--- config.mk ---
export PLATFORM = sky130hd
export DESIGN_NAME = sarseq_top
export DESIGN_NICKNAME = d
export VERILOG_FILES = /design/src/logic/sarseq_pkg.sv /design/src/logic/sarseq_top.sv
export VERILOG_INCLUDE_DIRS = /design/src /design/src/logic
export SDC_FILE = /design/constraint.sdc
export NUM_CORES = 1
export LEC_CHECK = 0
export BUFFER_PORTS_ARGS = -buffer_cell sky130_fd_sc_hd__buf_2
export CAP_MARGIN = 15
export CORE_ASPECT_RATIO = 0.8
export CORE_UTILIZATION = 35
export DETAILED_ROUTE_END_ITERATION = 8
export PLACE_DENSITY_LB_ADDON = 0.15
export SETUP_SLACK_MARGIN = 0.02
export SKIP_LAST_GASP = 1
export SYNTH_ARGS = -nofsm -noshare
export SYNTH_HDL_FRONTEND = slang
export SYNTH_SLANG_ARGS = --single-unit
--- constraint.sdc ---
create_clock -name i_mclk -period 4.16 [get_ports i_mclk]
set_input_delay 0.208 -clock i_mclk [delete_from_list [all_inputs] [get_ports i_mclk]]
set_output_delay 0.208 -clock i_mclk [all_outputs]
set_load 0.03 [all_outputs]
--- src/logic/sarseq_regs.svh ---
// register offsets, field positions and timing counts of the sequencer
`ifndef SARSEQ_REGS_SVH
`define SARSEQ_REGS_SVH

// ---------------------------------------------------------------
// register byte offsets
// ---------------------------------------------------------------
`define SARSEQ_OFS_CSRA 12'h000
`define SARSEQ_OFS_CSRB 12'h004
`define SARSEQ_OFS_MUX 12'h008
`define SARSEQ_OFS_RESL 12'h00C
`define SARSEQ_OFS_RESH 12'h010

// ---------------------------------------------------------------
// control status a fields
// ---------------------------------------------------------------
`define SARSEQ_A_EN 7
`define SARSEQ_A_SC 6
`define SARSEQ_A_ATE 5
`define SARSEQ_A_IF 4
`define SARSEQ_A_PS_HI 2

// ---------------------------------------------------------------
// select register fields
// ---------------------------------------------------------------
`define SARSEQ_M_REF_LO 6
`define SARSEQ_M_LAR 5
`define SARSEQ_M_CH_HI 4
`define SARSEQ_CH_DIFF_FIRST 5'h08
`define SARSEQ_CH_DIFF_LAST 5'h1D
`define SARSEQ_TS_FREE 3'h0

// ---------------------------------------------------------------
// conversion timing in conversion clock cycles, trigger sync in cpu cycles
// ---------------------------------------------------------------
`define SARSEQ_CONV_NORMAL 5'h0D
`define SARSEQ_CONV_FIRST 5'h19
`define SARSEQ_CONV_DIFF 5'h0E
`define SARSEQ_SH_NORMAL 5'h01
`define SARSEQ_SH_FIRST 5'h0D
`define SARSEQ_SH_AUTO 5'h02
`define SARSEQ_TRIG_SYNC 2'h3
`define SARSEQ_BITS 4'hA

`endif

--- src/logic/sarseq_pkg.sv ---
// types shared by the conversion sequencer
package sarseq_pkg;
    typedef enum logic [1:0] {SEQ_IDLE, SEQ_WAIT, SEQ_SYNC, SEQ_RUN} sarseq_state_e;

    typedef struct packed {
        logic [31:0] prdata;
        logic pready;
        logic pslverr;
    } sarseq_apb_rsp_s;

    typedef struct packed {
        logic sample;
        logic [1:0] ref_sel;
        logic [4:0] channel;
        logic gain_bypass;
        logic powered;
        logic trial_bit;
    } sarseq_analog_s;

    typedef struct packed {
        sarseq_state_e state;
        logic en;
        logic sc;
        logic ate;
        logic flag;
        logic [2:0] ps;
        logic [2:0] ts;
        logic [7:0] channel_gain_select;
        logic [1:0] ref_live;
        logic [4:0] ch_live;
        logic [9:0] result;
        logic [9:0] sar;
        logic lock;
        logic first;
        logic [6:0] pre_cnt;
        logic [4:0] cyc;
        logic [4:0] len;
        logic [4:0] sh_at;
        logic [1:0] sync_cnt;
        logic trig_q;
        logic ck2;
        logic was_free;
        sarseq_apb_rsp_s rsp;
        sarseq_analog_s ana;
    } sarseq_state_s;
endpackage

--- src/logic/sarseq_top.sv ---
// conversion sequencer for a 10-bit successive approximation converter, APB slave
//
// Summary of operation
// - ten-bit code by successive approximation
// - differential through gain, single-ended bypasses
// - selections apply only while enabled
// - right aligned, left when select set
// - low byte read blocks result updates
// - high byte read lifts the block
// - complete flag set even when blocked
// - start bit begins, reads one, self-clears
// - channel change waits for running conversion
// - trigger rising edge resets prescaler, starts
// - no restart on level, ignore edges busy
// - complete flag source gives continuous conversions
// - start bit works under auto trigger
// - prescaler divides, held reset while disabled
// - start waits next conversion clock edge
// - normal 13 cycles, first 25
// - sample at 1.5 normal, 13.5 first
// - completion writes result, flag, clears start
// - auto trigger sample two cycles after edge
// - differential auto trigger needs re-enable cycles
// - free running restarts, start bit stays
// - differential high-phase start takes 14 cycles
// - selection held during conversion, tracks last
//
// The implementer's own choices: the APB interface to the registers and the address map.
`timescale 1ns/10ps
`default_nettype none
`include "sarseq_regs.svh"

module sarseq_top
    import sarseq_pkg::*;
(
    input wire logic i_mclk,
    input wire logic i_rst_b,
    input wire logic i_psel,
    input wire logic i_penable,
    input wire logic i_pwrite,
    input wire logic [11:0] i_paddr,
    input wire logic [31:0] i_pwdata,
    input wire logic [3:0] i_pstrb,
    input wire logic [7:0] i_trig_src,
    input wire logic i_comp_hi,
    output logic [31:0] o_prdata,
    output logic o_pready,
    output logic o_pslverr,
    output logic o_sample,
    output logic [1:0] o_ref_sel,
    output logic [4:0] o_channel,
    output logic o_gain_bypass,
    output logic o_powered,
    output logic o_trial_bit
);

    sarseq_state_s s_reg;
    sarseq_state_s s_next;

    // ---------------------------------------------------------------
    // helpers
    // ---------------------------------------------------------------
    // prescaler terminal count, division by 2 to 128
    function automatic logic [6:0] pre_top(input logic [2:0] ps);
        logic [7:0] d;
        d = 8'h01 << ((ps == 3'h0) ? 3'h1 : ps);
        pre_top = 7'(d - 8'h01);
    endfunction

    function automatic logic is_diff(input logic [4:0] ch);
        is_diff = (ch >= `SARSEQ_CH_DIFF_FIRST) && (ch <= `SARSEQ_CH_DIFF_LAST);
    endfunction

    logic acc;
    logic commit;
    logic [9:0] trial_oh;
    logic wr;
    logic rd;
    logic tick;
    logic trig_now;
    logic trig_edge;
    logic start_sw;
    logic done;
    logic [31:0] rdata;
    logic [1:0] ref_mux;
    logic [4:0] ch_mux;

    assign acc = i_psel && i_penable && !s_reg.rsp.pready;
    // writes and read side effects land on the edge that sees pready high
    assign commit = i_psel && i_penable && s_reg.rsp.pready;
    assign wr = commit && i_pwrite && i_pstrb[0];
    assign rd = commit && !i_pwrite;
    // lowest set bit of the register is the bit under trial
    assign trial_oh = s_reg.sar & (~s_reg.sar + 10'h001);
    assign tick = s_reg.en && (s_reg.pre_cnt == pre_top(s_reg.ps));
    assign trig_now = (s_reg.ts == `SARSEQ_TS_FREE) ? s_reg.flag : i_trig_src[s_reg.ts];
    assign trig_edge = trig_now && !s_reg.trig_q;
    assign start_sw = wr && (i_paddr == `SARSEQ_OFS_CSRA) && i_pwdata[`SARSEQ_A_SC];
    assign done = (s_reg.state == SEQ_RUN) && tick && (s_reg.cyc == s_reg.len);
    assign ref_mux = s_reg.channel_gain_select[7:`SARSEQ_M_REF_LO];
    assign ch_mux = s_reg.channel_gain_select[`SARSEQ_M_CH_HI:0];

    // ---------------------------------------------------------------
    // read data mux
    // ---------------------------------------------------------------
    always_comb begin
        rdata = 32'h0000_0000;
        case (i_paddr)
            `SARSEQ_OFS_CSRA: rdata[7:0] = {s_reg.en, s_reg.sc, s_reg.ate, s_reg.flag,
                1'b0, s_reg.ps};
            `SARSEQ_OFS_CSRB: rdata[2:0] = s_reg.ts;
            `SARSEQ_OFS_MUX: rdata[7:0] = s_reg.channel_gain_select;
            `SARSEQ_OFS_RESL: rdata[7:0] = s_reg.channel_gain_select[`SARSEQ_M_LAR] ?
                {s_reg.result[1:0], 6'h00} : s_reg.result[7:0];
            `SARSEQ_OFS_RESH: rdata[7:0] = s_reg.channel_gain_select[`SARSEQ_M_LAR] ?
                s_reg.result[9:2] : {6'h00, s_reg.result[9:8]};
            default: rdata = 32'h0000_0000;
        endcase
    end

    // ---------------------------------------------------------------
    // next state
    // ---------------------------------------------------------------
    always_comb begin
        s_next = s_reg;
        s_next.rsp.pready = acc;
        s_next.rsp.pslverr = 1'b0;
        s_next.ana.sample = 1'b0;
        s_next.trig_q = trig_now;

        // bus side writes and reads
        if (acc) begin
            s_next.rsp.prdata = rdata;
            case (i_paddr)
                `SARSEQ_OFS_CSRA, `SARSEQ_OFS_CSRB, `SARSEQ_OFS_MUX,
                `SARSEQ_OFS_RESL, `SARSEQ_OFS_RESH: s_next.rsp.pslverr = 1'b0;
                default: s_next.rsp.pslverr = 1'b1;
            endcase
        end
        if (wr && i_paddr == `SARSEQ_OFS_CSRA) begin
            s_next.en = i_pwdata[`SARSEQ_A_EN];
            s_next.ate = i_pwdata[`SARSEQ_A_ATE];
            s_next.ps = i_pwdata[`SARSEQ_A_PS_HI:0];
            if (i_pwdata[`SARSEQ_A_IF]) begin
                s_next.flag = 1'b0; // write one clears
            end
            if (start_sw && i_pwdata[`SARSEQ_A_EN]) begin
                s_next.sc = 1'b1;
            end
        end
        if (wr && i_paddr == `SARSEQ_OFS_CSRB) begin
            s_next.ts = i_pwdata[2:0];
        end
        if (wr && i_paddr == `SARSEQ_OFS_MUX) begin
            s_next.channel_gain_select = i_pwdata[7:0];
        end
        if (rd && i_paddr == `SARSEQ_OFS_RESL) begin
            s_next.lock = 1'b1;
        end
        if (rd && i_paddr == `SARSEQ_OFS_RESH) begin
            s_next.lock = 1'b0;
        end

        // prescaler, held in reset while disabled
        if (!s_reg.en || tick) begin
            s_next.pre_cnt = 7'h00;
        end else begin
            s_next.pre_cnt = 7'(s_reg.pre_cnt + 7'h01);
        end
        if (tick) begin
            s_next.ck2 = !s_reg.ck2;
        end
        if (!s_reg.en) begin
            s_next.ck2 = 1'b0;
        end

        // selections track while idle, held during conversion
        if (s_reg.en && (s_reg.state != SEQ_RUN || s_reg.cyc == s_reg.len)) begin
            s_next.ref_live = ref_mux;
            s_next.ch_live = ch_mux;
        end

        case (s_reg.state)
            SEQ_IDLE: begin
                if (s_reg.en && s_reg.ate && trig_edge) begin
                    s_next.state = SEQ_SYNC;
                    s_next.sync_cnt = 2'h0;
                    s_next.pre_cnt = 7'h00;
                    s_next.sc = 1'b1;
                end else if (s_reg.sc) begin
                    s_next.state = SEQ_WAIT;
                end
            end
            SEQ_WAIT: begin
                if (tick) begin
                    s_next.state = SEQ_RUN;
                    s_next.cyc = 5'h01;
                    s_next.sar = 10'h200;
                    s_next.sh_at = s_reg.first ? `SARSEQ_SH_FIRST : `SARSEQ_SH_NORMAL;
                    if (s_reg.first) begin
                        s_next.len = `SARSEQ_CONV_FIRST;
                    end else if (is_diff(s_reg.ch_live) && (s_reg.ck2 || s_reg.was_free)) begin
                        s_next.len = `SARSEQ_CONV_DIFF;
                    end else begin
                        s_next.len = `SARSEQ_CONV_NORMAL;
                    end
                end
            end
            SEQ_SYNC: begin
                // three cpu cycles of trigger synchronisation
                s_next.pre_cnt = 7'h00;
                s_next.sync_cnt = 2'(s_reg.sync_cnt + 2'h1);
                if (s_reg.sync_cnt == 2'(`SARSEQ_TRIG_SYNC - 2'h1)) begin
                    s_next.state = SEQ_RUN;
                    s_next.cyc = 5'h00;
                    s_next.sar = 10'h200;
                    s_next.sh_at = s_reg.first ? `SARSEQ_SH_FIRST : `SARSEQ_SH_AUTO;
                    s_next.len = s_reg.first ? `SARSEQ_CONV_FIRST : `SARSEQ_CONV_NORMAL;
                end
            end
            SEQ_RUN: begin
                if (tick) begin
                    s_next.cyc = 5'(s_reg.cyc + 5'h01);
                    if (s_reg.cyc == s_reg.sh_at) begin
                        s_next.ana.sample = 1'b1;
                    end
                    // one trial bit per cycle after the hold point
                    if (s_reg.cyc > s_reg.sh_at &&
                        s_reg.cyc <= 5'(s_reg.sh_at + 5'(`SARSEQ_BITS))) begin
                        if (i_comp_hi) begin
                            s_next.sar = (s_reg.sar & ~trial_oh) | (trial_oh >> 1);
                        end else begin
                            s_next.sar = s_reg.sar | (trial_oh >> 1);
                        end
                    end
                end
                if (done) begin
                    s_next.first = 1'b0;
                    s_next.flag = 1'b1;
                    if (!s_reg.lock) begin
                        s_next.result = s_reg.sar;
                    end
                    // free running repeats, otherwise idle
                    if (s_reg.ate && s_reg.ts == `SARSEQ_TS_FREE) begin
                        // restart on this very tick, on the freshly tracked selection
                        s_next.state = SEQ_RUN;
                        s_next.cyc = 5'h01;
                        s_next.sar = 10'h200;
                        s_next.sh_at = `SARSEQ_SH_NORMAL;
                        s_next.len = is_diff(ch_mux) ? `SARSEQ_CONV_DIFF :
                            `SARSEQ_CONV_NORMAL;
                        s_next.was_free = 1'b1;
                    end else begin
                        s_next.state = SEQ_IDLE;
                        s_next.sc = 1'b0;
                        s_next.was_free = 1'b0;
                    end
                end
            end
            default: s_next.state = SEQ_IDLE;
        endcase

        // disabling aborts and rearms the long first conversion
        if (!s_reg.en) begin
            s_next.state = SEQ_IDLE;
            s_next.sc = 1'b0;
            s_next.first = 1'b1;
            s_next.was_free = 1'b0;
        end

        s_next.ana.ref_sel = s_reg.ref_live;
        s_next.ana.channel = s_reg.ch_live;
        s_next.ana.gain_bypass = !is_diff(s_reg.ch_live);
        s_next.ana.powered = s_reg.en;
        s_next.ana.trial_bit = (s_reg.state == SEQ_RUN) ? |s_reg.sar : 1'b0;
    end

    // ---------------------------------------------------------------
    // state register
    // ---------------------------------------------------------------
    always_ff @(posedge i_mclk or negedge i_rst_b) begin
        if (!i_rst_b) begin
            s_reg <= '0;
            s_reg.first <= 1'b1;
            s_reg.ana.gain_bypass <= 1'b1;
        end else begin
            s_reg <= s_next;
        end
    end

    assign o_prdata = s_reg.rsp.prdata;
    assign o_pready = s_reg.rsp.pready;
    assign o_pslverr = s_reg.rsp.pslverr;
    assign o_sample = s_reg.ana.sample;
    assign o_ref_sel = s_reg.ana.ref_sel;
    assign o_channel = s_reg.ana.channel;
    assign o_gain_bypass = s_reg.ana.gain_bypass;
    assign o_powered = s_reg.ana.powered;
    assign o_trial_bit = s_reg.ana.trial_bit;

    // ---------------------------------------------------------------
    // checks
    // ---------------------------------------------------------------
    property p_done_sets_flag;
        @(posedge i_mclk) disable iff (!i_rst_b) done |=> s_reg.flag;
    endproperty
    a_done_sets_flag: assert property (p_done_sets_flag) else $error("flag not set");

    property p_lock_holds;
        @(posedge i_mclk) disable iff (!i_rst_b) (done && s_reg.lock) |=> $stable(s_reg.result);
    endproperty
    a_lock_holds: assert property (p_lock_holds) else $error("result changed while locked");

    property p_high_unlocks;
        @(posedge i_mclk) disable iff (!i_rst_b)
            (rd && i_paddr == `SARSEQ_OFS_RESH) |=> !s_reg.lock;
    endproperty
    a_high_unlocks: assert property (p_high_unlocks) else $error("lock not lifted");

    property p_sc_busy;
        @(posedge i_mclk) disable iff (!i_rst_b) (s_reg.state == SEQ_RUN) |-> s_reg.sc;
    endproperty
    a_sc_busy: assert property (p_sc_busy) else $error("start bit low while busy");

    property p_single_clears;
        @(posedge i_mclk) disable iff (!i_rst_b) (done && !s_reg.ate) |=> !s_reg.sc;
    endproperty
    a_single_clears: assert property (p_single_clears) else $error("start bit stuck");

    property p_prescaler_reset;
        @(posedge i_mclk) disable iff (!i_rst_b) !s_reg.en |=> s_reg.pre_cnt == 7'h00;
    endproperty
    a_prescaler_reset: assert property (p_prescaler_reset) else $error("prescaler ran");

    property p_chan_held;
        @(posedge i_mclk) disable iff (!i_rst_b)
            (s_reg.state == SEQ_RUN && s_reg.cyc != s_reg.len) |=> $stable(s_reg.ch_live);
    endproperty
    a_chan_held: assert property (p_chan_held) else $error("channel moved");

    property p_power;
        @(posedge i_mclk) disable iff (!i_rst_b) !s_reg.en |=> !o_powered;
    endproperty
    a_power: assert property (p_power) else $error("powered while disabled");

    property p_free_keeps_sc;
        @(posedge i_mclk) disable iff (!i_rst_b)
            (done && s_reg.ate && s_reg.ts == `SARSEQ_TS_FREE && s_reg.en)
            |=> s_reg.sc && s_reg.state == SEQ_RUN;
    endproperty
    a_free_keeps_sc: assert property (p_free_keeps_sc) else $error("free run stopped");

    // bus answer is a single-cycle pulse
    property p_pready_pulse;
        @(posedge i_mclk) disable iff (!i_rst_b) o_pready |=> !o_pready;
    endproperty
    a_pready_pulse: assert property (p_pready_pulse) else $error("pready stuck");

    // trial indicator quiet outside a conversion
    property p_trial_idle;
        @(posedge i_mclk) disable iff (!i_rst_b) (s_reg.state != SEQ_RUN) |=> !o_trial_bit;
    endproperty
    a_trial_idle: assert property (p_trial_idle) else $error("trial bit while idle");

    // differential selection drives the gain stage
    property p_gain_used;
        @(posedge i_mclk) disable iff (!i_rst_b) is_diff(s_reg.ch_live) |=> !o_gain_bypass;
    endproperty
    a_gain_used: assert property (p_gain_used) else $error("gain stage bypassed");

    // main scenarios
    c_done: cover property (@(posedge i_mclk) disable iff (!i_rst_b) done);
    c_free_diff: cover property (@(posedge i_mclk) disable iff (!i_rst_b)
        done && s_reg.was_free && s_reg.len == `SARSEQ_CONV_DIFF);
    c_locked_done: cover property (@(posedge i_mclk) disable iff (!i_rst_b) done && s_reg.lock);
    c_auto: cover property (@(posedge i_mclk) disable iff (!i_rst_b) s_reg.state == SEQ_SYNC);
endmodule
`default_nettype wire

==> Word level (Yosys, flattened, before mapping) <==
Cells that the tools add are included.
{ "word_totals": {"register_bits": 97, "out_inout_bits": 45, "input_bits": 62, "elab_cells": 193} }
{ "op_classes": {"n_shift": 1, "mux": 68, "addsub": 6, "bitwise": 7, "order_cmp": 7, "n_eq_ne": 24, "n_reduce_logical": 49} }
{ "ops": {"columns": ["operator", "n"], "rows": [
  ["$mux 10", 7],
  ["$mux 15", 4],
  ["$pmux 15 s3", 1],
  ["$pmux 10 s3", 1],
  ["$mux 1", 27],
  ["$logic_and 1x1->1", 25],
  ["$eq 12x4->1 const B", 2],
  ["$and 10x10->10", 2],
  ["$mux 2", 10],
  ["$not 10->10", 2],
  ["$or 10x9->10", 2],
  ["$pmux 5 s4", 1],
  ["$mux 8", 2],
  ["$mux 5", 3],
  ["$pmux 3 s5", 1],
  ["$mux 7", 2],
  ["$pmux 7 s2", 1],
  ["$eq 12x3->1 const B", 1],
  ["$eq 12x5->1 const B", 1],
  ["$logic_not 12->1", 1],
  ["$ne 2x2->1 const B", 6],
  ["$add 10x1->10 const B", 1],
  ["$eq 5x5->1", 2],
  ["$ge 5x4->1 const B", 2],
  ["other kinds (36)", 55]
]} }

==> Depth between registers and ports, before layout <==
Gate-level depths: netlist of run 1.
{ "logic_depth": {"word_depth": 13, "depth_mapped": 10, "ltp_nobuf": 9} }

==> Worst setup path after synthesis of run 1 <==
Ideal clock, no wire load.
{ "synth_path": {"path_type": "reg-to-reg", "startpoint": "register s_reg[113] in the netlist's numbering", "endpoint": "register s_reg[84] in the netlist's numbering", "path_stages_with_launch": 10, "path_slack_ns": 1.463, "period_less_slack_ns": 2.697, "required_time_ns": 4.035, "arrival_ns": 2.572, "setup_ns": 0.125, "path_buffers": 1, "cell_sequence": "dfrtp_1 or2_2 ha_1 xor2_1 o2111ai_1 nor4_4 nand3_2 or2_1 buf_4 mux2_4"} }
{ "synth_via": {"elab_chain_cells": 9} }
{ "synth_rtl": {"columns": ["item", "line", "rtl"], "rows": [
  ["start, declared", "sarseq_top.sv:57", "sarseq_state_s s_reg;"],
  ["start signal, assigned", "sarseq_top.sv:287", "s_reg <= s_next;"],
  ["$logic_not 3->1", "sarseq_top.sv:66", "d = 8'h01 << ((ps == 3'h0) ? 3'h1 : ps);"],
  ["$mux 3 *", "sarseq_top.sv:66", null],
  ["$shl 1x3->7 *", "sarseq_top.sv:66", null],
  ["$sub 7x1->7 *", "sarseq_top.sv:67", "pre_top = 7'(d - 8'h01);"],
  ["$eq 7x7->1 *", "sarseq_top.sv:95", "assign tick = s_reg.en && (s_reg.pre_cnt == pre_top(s_reg.ps));"],
  ["$logic_and 1x1->1 *", "sarseq_top.sv:95", null],
  ["$logic_and 1x1->1 * (2 in series)", "sarseq_top.sv:99", "assign done = (s_reg.state == SEQ_RUN) && tick && (s_reg.cyc == s_reg.len);"],
  ["$reduce_and 3->1 (no line) *", null, null]
]} }
Every way passes the cells marked *; elsewhere a longest branch is shown, timed or not.
A chain may end at the register's enable or synchronous reset.

==> Worst setup path in the final report of run 1 <==
{ "layout_path": {"startpoint": "register s_reg[113] in the netlist's numbering", "endpoint": "register s_reg[61] in the netlist's numbering"} }
{ "layout_via": {"elab_chain_cells": 10, "elab_cells_between_ends": 14, "classes_between": "add/sub (1); eq/ne (2); shift (1); mux (5); reduce/logical (5)"} }
{ "layout_rtl": {"columns": ["item", "line", "rtl"], "rows": [
  ["$logic_not 3->1", "sarseq_top.sv:66", null],
  ["$mux 3 *", "sarseq_top.sv:66", null],
  ["$shl 1x3->7 *", "sarseq_top.sv:66", null],
  ["$sub 7x1->7 *", "sarseq_top.sv:67", null],
  ["$eq 7x7->1 *", "sarseq_top.sv:95", null],
  ["$logic_and 1x1->1 *", "sarseq_top.sv:95", null],
  ["$mux 5 or $logic_and 1x1->1 (tied branches)", "sarseq_top.sv:222, sarseq_top.sv:99", null],
  ["$mux 15 or $logic_and 1x1->1 (tied branches)", "sarseq_top.sv:244, sarseq_top.sv:99", null],
  ["$mux 15", "sarseq_top.sv:237", "if (done) begin"],
  ["$pmux 15 s3", "sarseq_top.sv:183", "case (s_reg.state)"]
]} }
Every way passes the cells marked *; elsewhere a longest branch is shown, timed or not. The select of a mux whose other input is x is not followed.

==> results of run 1 <==
[report_power, final]
part	switching (mW)	internal, mW
Clock	0.347	0.450
Sequential	0.00208	0.918
Combinational	0.0768	0.0228
Total	0.425	1.39
[how the worst max path moves through the flow]
stage,endpoint,slack (ns),cells past startpoint
2_1_floorplan,s_reg[84],1.46,9
3_3_place_gp,s_reg[61],0.81,8
3_5_place_dp,s_reg[61],0.82,8
4_1_cts,s_reg[61],0.79,8
5_1_grt,s_reg[61],0.56,8
6_report,s_reg[61],0.81,8
[worst max-delay path, cell delays in order (launching register included)]
cell	delay [ns]
dfrtp_1	0.48
or2_2	0.34
ha_1	0.29
xor2_1	0.17
o2111ai_1	0.36
o41ai_4	0.49
nand2_1	0.52
nor2_1	0.42
a32o_1	0.22
[cells in the mapped netlist (all sizes together) (4+ instances only)]
cell	instances
nand3	20
or4	4
nor3	13
inv	25
o211ai	7
nor2b	4
a21oi	16
clkbuf	11
nor2	35
mux2	34
o22ai	4
mux2i	10
ha	17
nand4	10
or3	4
and2	6
nand2b	6
nor4	6
o21a	4
a32oi	8
a22oi	5
nand2	33
buf	46
dfrtp	92
nand3b	4
o21ai	19
and3	4
xnor2	11
a22o	7
[per-layer routing]
metal / vias to the layer above / wire, um
li1: 1926 / -
met1: 1968 / 6370
met2: 99 / 5570
met3: 12 / 568
met4: 0 / 122
met5: - / 0
[logic make-up (layout without fill, tap and decap cells)]
group,count (synthesis),after routing,share of synthesized area
multiplexers,46,46,0.104
XOR/XNOR,14,14,0.0226
AO/OA/AOI/OAI,105,105,0.147
flip-flops,94,94,0.434
adder cells (fa/ha/maj),17,17,0.0392
buffers and inverters,82,99,0.0853
other,2,25,0.00138
AND/OR/NAND/NOR,162,162,0.167
[stage by stage]
stage | instance area (um^2) | hold slack (ns)
finish | 6000 | 0.0868
global route | 6000 | 0.0983
CTS | 6000 | 0.0803
detailed placement | 5700 | 0.364
global placement | 5700 | 0.359
floorplan | 5520 | -0.0876
[area by class of cell]
| type | instances | area, um^2 | share of cell area |
|---|---|---|---|
| inverter | 25 | 93.8 | 0.0156 |
| tap | 210 | 263 | 0.0438 |
| clock buffer | 12 | 267 | 0.0444 |
| multi-input combinational | 369 | 2700 | 0.449 |
| sequential | 94 | 2350 | 0.392 |
| clock inverter | 3 | 18.8 | 0.00313 |
| timing repair buffer | 59 | 309 | 0.0515 |
[placed cells by master (no fill, tap or decap), types with 13 or more instances in the layout]
cell type	instances
conb_1	25
nor2_1	34
buf_2	53
mux2_2	24
o21ai_0	18
nor3_1	13
a21oi_1	15
dfrtp_1	92
ha_1	17
nand2_1	32
nand3_1	19
inv_1	25
==> impl_metrics.yaml, run 1 <==
global_route:
  grt.met2_usage: 0.259
  grt-ovfl-total: 0
  grt_pass1_vias: 4057
  grt_most_used_layer: "met2"
  antenna_found_initial: 0
  grt_max_degree: 68
  gr-usage-met1: 0.247
  met3_usage: 0.0462
  grt_pass1_wl_um: 21500
  grtUsageTotal: 0.173
yosys:
  yosys.area.top_type: "dfrtp_1"
  synth_edf_count: 0
  yosys_most_used_dff: "dfrtp_1"
  syn_inst: 522
  synth.yosys.seq_area_share: 0.434
  synth.avg_cell_area_um2: 10.4
  yosys_warnings: 0
  ys_top_cells_by_area: "dfrtp_1 (42%), buf_4 (5.5%), mux2_2 (5.0%)"
  synthDistinctLibCells: 77
  ys_ff_latch: 94
  synthArstFlopShare: 1.00
  synth_area_um2: 5430
  synth_top_area_share: 0.424
clocking:
  clk-insertion-delay-late_ns: 0.35
  cts_tree: "done"
  postCtsSetupRepairBufs: 0
  cts.reportedPaths.clkPinSlew_ns: 0.06
  cts_made_buffers: 9
  htree_levels: 3
  cts_buffer_depth: 2
  cts_sinks: 94
  cts_resized: 0
  cts_root_buf: "clkbuf_16"
  hold_buffers: 1
setup_path:
  r2r_start: "s_reg[113]"
  reg2reg_depth: 8
  cp-start-kind: "flip-flop"
  r2r_slack_ns: 0.81
  reg2reg_to: "s_reg[61]"
  cp.required_ns: 4.45
  crit_fanout: 18
  end_kind: "flip-flop"
  cp.arrival_ns: 3.64
  crit_type: "reg -> reg"
  crit_start: "s_reg[113]"
timing:
  post-route-min-period_ns: 3.35
  worst_pin_slew_ns: 0.859
  timing.slew.headroom: 0.427
  clock_skew_ns: 0.00569
  finalSetupViolCount: 0
  fin_tns_setup_ns: 0
  setup_ws_ns: 0.806
  hold_viol_final: 0
  post-route-period-util: 0.806
  timing.fmax_mhz: 298
  rsz0062_at_grt: "no"
  slew_viol_final: 0
min_path:
  worstHoldStart: "i_pwdata[3]"
  hold_class: "in -> reg"
  min_to: "ch_mux[3]"
  hold_depth: 2
power_and_ir_drop:
  ir_drop_mv: 0.205
  leakage_nw: 2.81
  power_mw: 1.82
  power.density_nw_per_um2: 303
die:
  initial_core_util: 0.360
  coreArea_um2: 15100
  die_x_um: 141
  die_area_um2: 16000
  rows: 40
  dieHeight_um: 113
  io_pins: 107
placement:
  place_inst: 755
  place_hpwl_um: 9360
  pre_cts_ws_ns: 0.818
  port_buffers: 54
  gp_congestion: 0.784
route:
  drtIter0Drc: 221
  wirelength_um: 12600
  drc: 0
  antenna_left: 0
  wire_per_inst_um: 16.4
  dr.pass1.iters: 5
  via_per_inst: 5.19
  vias: 4005
layout:
  n_antenna_cell: 0
  syn_to_final_growth_pct: 10.6
  utilization: 0.399
  fillers: 1473
  largest_register_ffs: 58
  fin_cells: 772
  post_route_cells_drive_above_1_share: 0.226
  fin_nets: 637
status:
  status: "finished clean"
job:
  cap_violations: 0
Power figures use the tool's default switching activity.
==> run 2: changes to the inputs <==
==> constraint.sdc (replaced) <==
create_clock -name i_mclk -period 3.35 [get_ports i_mclk]
set_input_delay 0.1675 -clock i_mclk [delete_from_list [all_inputs] [get_ports i_mclk]]
set_output_delay 0.1675 -clock i_mclk [all_outputs]
set_load 0.03 [all_outputs]
==> run 2 against run 1 <==
Against the previous run: fmax increased by 17%; register-to-register slack got worse by 0.33 ns; setup slack got worse by 0.33 ns; combinational power increased by 26%; clock-buffer cell count increased by 1; clock skew increased by 0.0025 ns; wire length increased by 2.2%; clock power increased by 38%; utilization increased by 0.75 points; sequential power increased by 24%; sequential share of layout area decreased by 0.72 points; critical path type unchanged; largest cell class unchanged.
==> impl_metrics.yaml, run 2 (synthesized netlist as in run 1, its figures left out) <==
timing:
  post-route-period-util: 0.857
  slew_viol_final: 0
  timing.fmax_mhz: 348
  hold_viol_final: 0
  setup_ws_ns: 0.480
  clock_skew_ns: 0.00817
  hold_ws_ns: 0.0635
  worst_pin_slew_ns: 0.851
  post-route-min-period_ns: 2.87
  finalSetupViolCount: 0
  rsz0062_at_grt: "no"
  fin_tns_setup_ns: 0
  timing.slew.headroom: 0.429
die:
  die_area_um2: 16000
  coreArea_um2: 15100
  die_x_um: 141
  dieHeight_um: 113
  io_pins: 107
  initial_core_util: 0.360
  rows: 40
power_and_ir_drop:
  ir_drop_mv: 0.228
  power.density_nw_per_um2: 388
  power_mw: 2.37
  leakage_nw: 2.88
route:
  dr.pass1.iters: 6
  wire_per_inst_um: 16.5
  drc: 0
  via_per_inst: 5.24
  antenna_left: 0
  vias: 4102
  wirelength_um: 12900
  drtIter0Drc: 262
layout:
  largest_register_ffs: 58
  fin_cells: 783
  post_route_cells_drive_above_1_share: 0.237
  syn_to_final_growth_pct: 12.7
  fin_nets: 647
  final_common_cell: "dfrtp_1"
  n_antenna_cell: 0
  layout_common_cells: "dfrtp_1 (92), buf_2 (53), nor2_1 (34), nand2_1 (32)"
  final_cell_area_um2: 6120
  utilization: 0.406
setup_path:
  crit_type: "reg -> reg"
  cp.arrival_ns: 3.13
  path_depth: 8
  cp.required_ns: 3.61
  end_kind: "flip-flop"
  max_stage_delay_ns: 0.64
  critPathSlowestCell: "nor3_1"
  crit_fanout: 6
  critical_path.top_delay_family: "simple AND/OR/NAND/NOR gates"
  cp-start-kind: "flip-flop"
  crit_chain: "or2_2 -> ha_1 -> xnor2_1 -> xnor2_1 -> nor3_1 -> o21ai_0 -> nor3_1 -> mux2i_1"
  reg2reg_depth: 8
  crit_buf_inv: 0
clocking:
  cts_root_buf: "clkbuf_16"
  clk-insertion-delay-late_ns: 0.34
  cts_made_buffers: 9
  postCtsSetupRepairBufs: 0
  htree_levels: 3
  cts_resized: 0
  cts.reportedPaths.clkPinSlew_ns: 0.07
  cts_buffer_depth: 2
  cts_sinks: 94
  hold_buffers: 1
  cts_tree: "done"
global_route:
  grtUsageTotal: 0.173
  grt_pass1_wl_um: 21500
  grt_pass1_vias: 3987
  antenna_found_initial: 0
  grt-ovfl-total: 0
  grt_max_degree: 51
placement:
  place_hpwl_um: 9710
  pre_cts_ws_ns: 0.492
  place_inst: 766
  gp_congestion: 0.802
  port_buffers: 54
  placed_cell_area_um2: 5790
job:
  cap_violations: 0
min_path:
  hold_depth: 2
  hold_class: "in -> reg"
status:
  status: "finished clean"
==> run 2: cell count changes in the layout (fill, tap and decap cells not counted), sizes merged <==
cell    previous run  this run
buf               57        68
bufinv             0         2
clkinv             3         1
==> run 2: layout make-up <==
class	instances	area, um^2
flip-flops and latches	94	2350
well taps	210	263
fillers	1465	8950
repair buffers	69	388
clock inverters	3	68.8
inverters	25	93.8
multi-input cells	369	2700
clock buffers	13	250
==> run 2: layer usage <==
layer  vias to the layer above  GRT usage  wire length (um)
met1                      2059      0.250              6520
met2                        90      0.270              5800
met5                         -          0                 0
li1                       1944          -                 -
met3                         9     0.0302               488
met4                         0     0.0435                89
==> run 2: report_power, final <==
part / switching (mW) / total, mW / internal [mW] / leakage, nW
clock network: 0.427 / 1.10 / 0.677 / 0.154
registers: 0.00291 / 1.14 / 1.14 / 1.28
logic: 0.0961 / 0.125 / 0.0291 / 1.45
total: 0.526 / 2.37 / 1.85 / 2.88
==> run 2: final timing paths <==
kind / start / to / slack [ns]
worst max register to register: s_reg[113] / s_reg[120] / 0.48
worst min-delay path: i_pwdata[3] / ch_mux[3] / 0.06
worst min register to register: s_next[9] / o_ref_sel[1] / 0.37
worst max-delay path: s_reg[113] / s_reg[120] / 0.48
max in group asynchronous: i_rst_b / s_reg[72] / 2.12
min in group asynchronous: i_rst_b / o_prdata[4] / 0.39
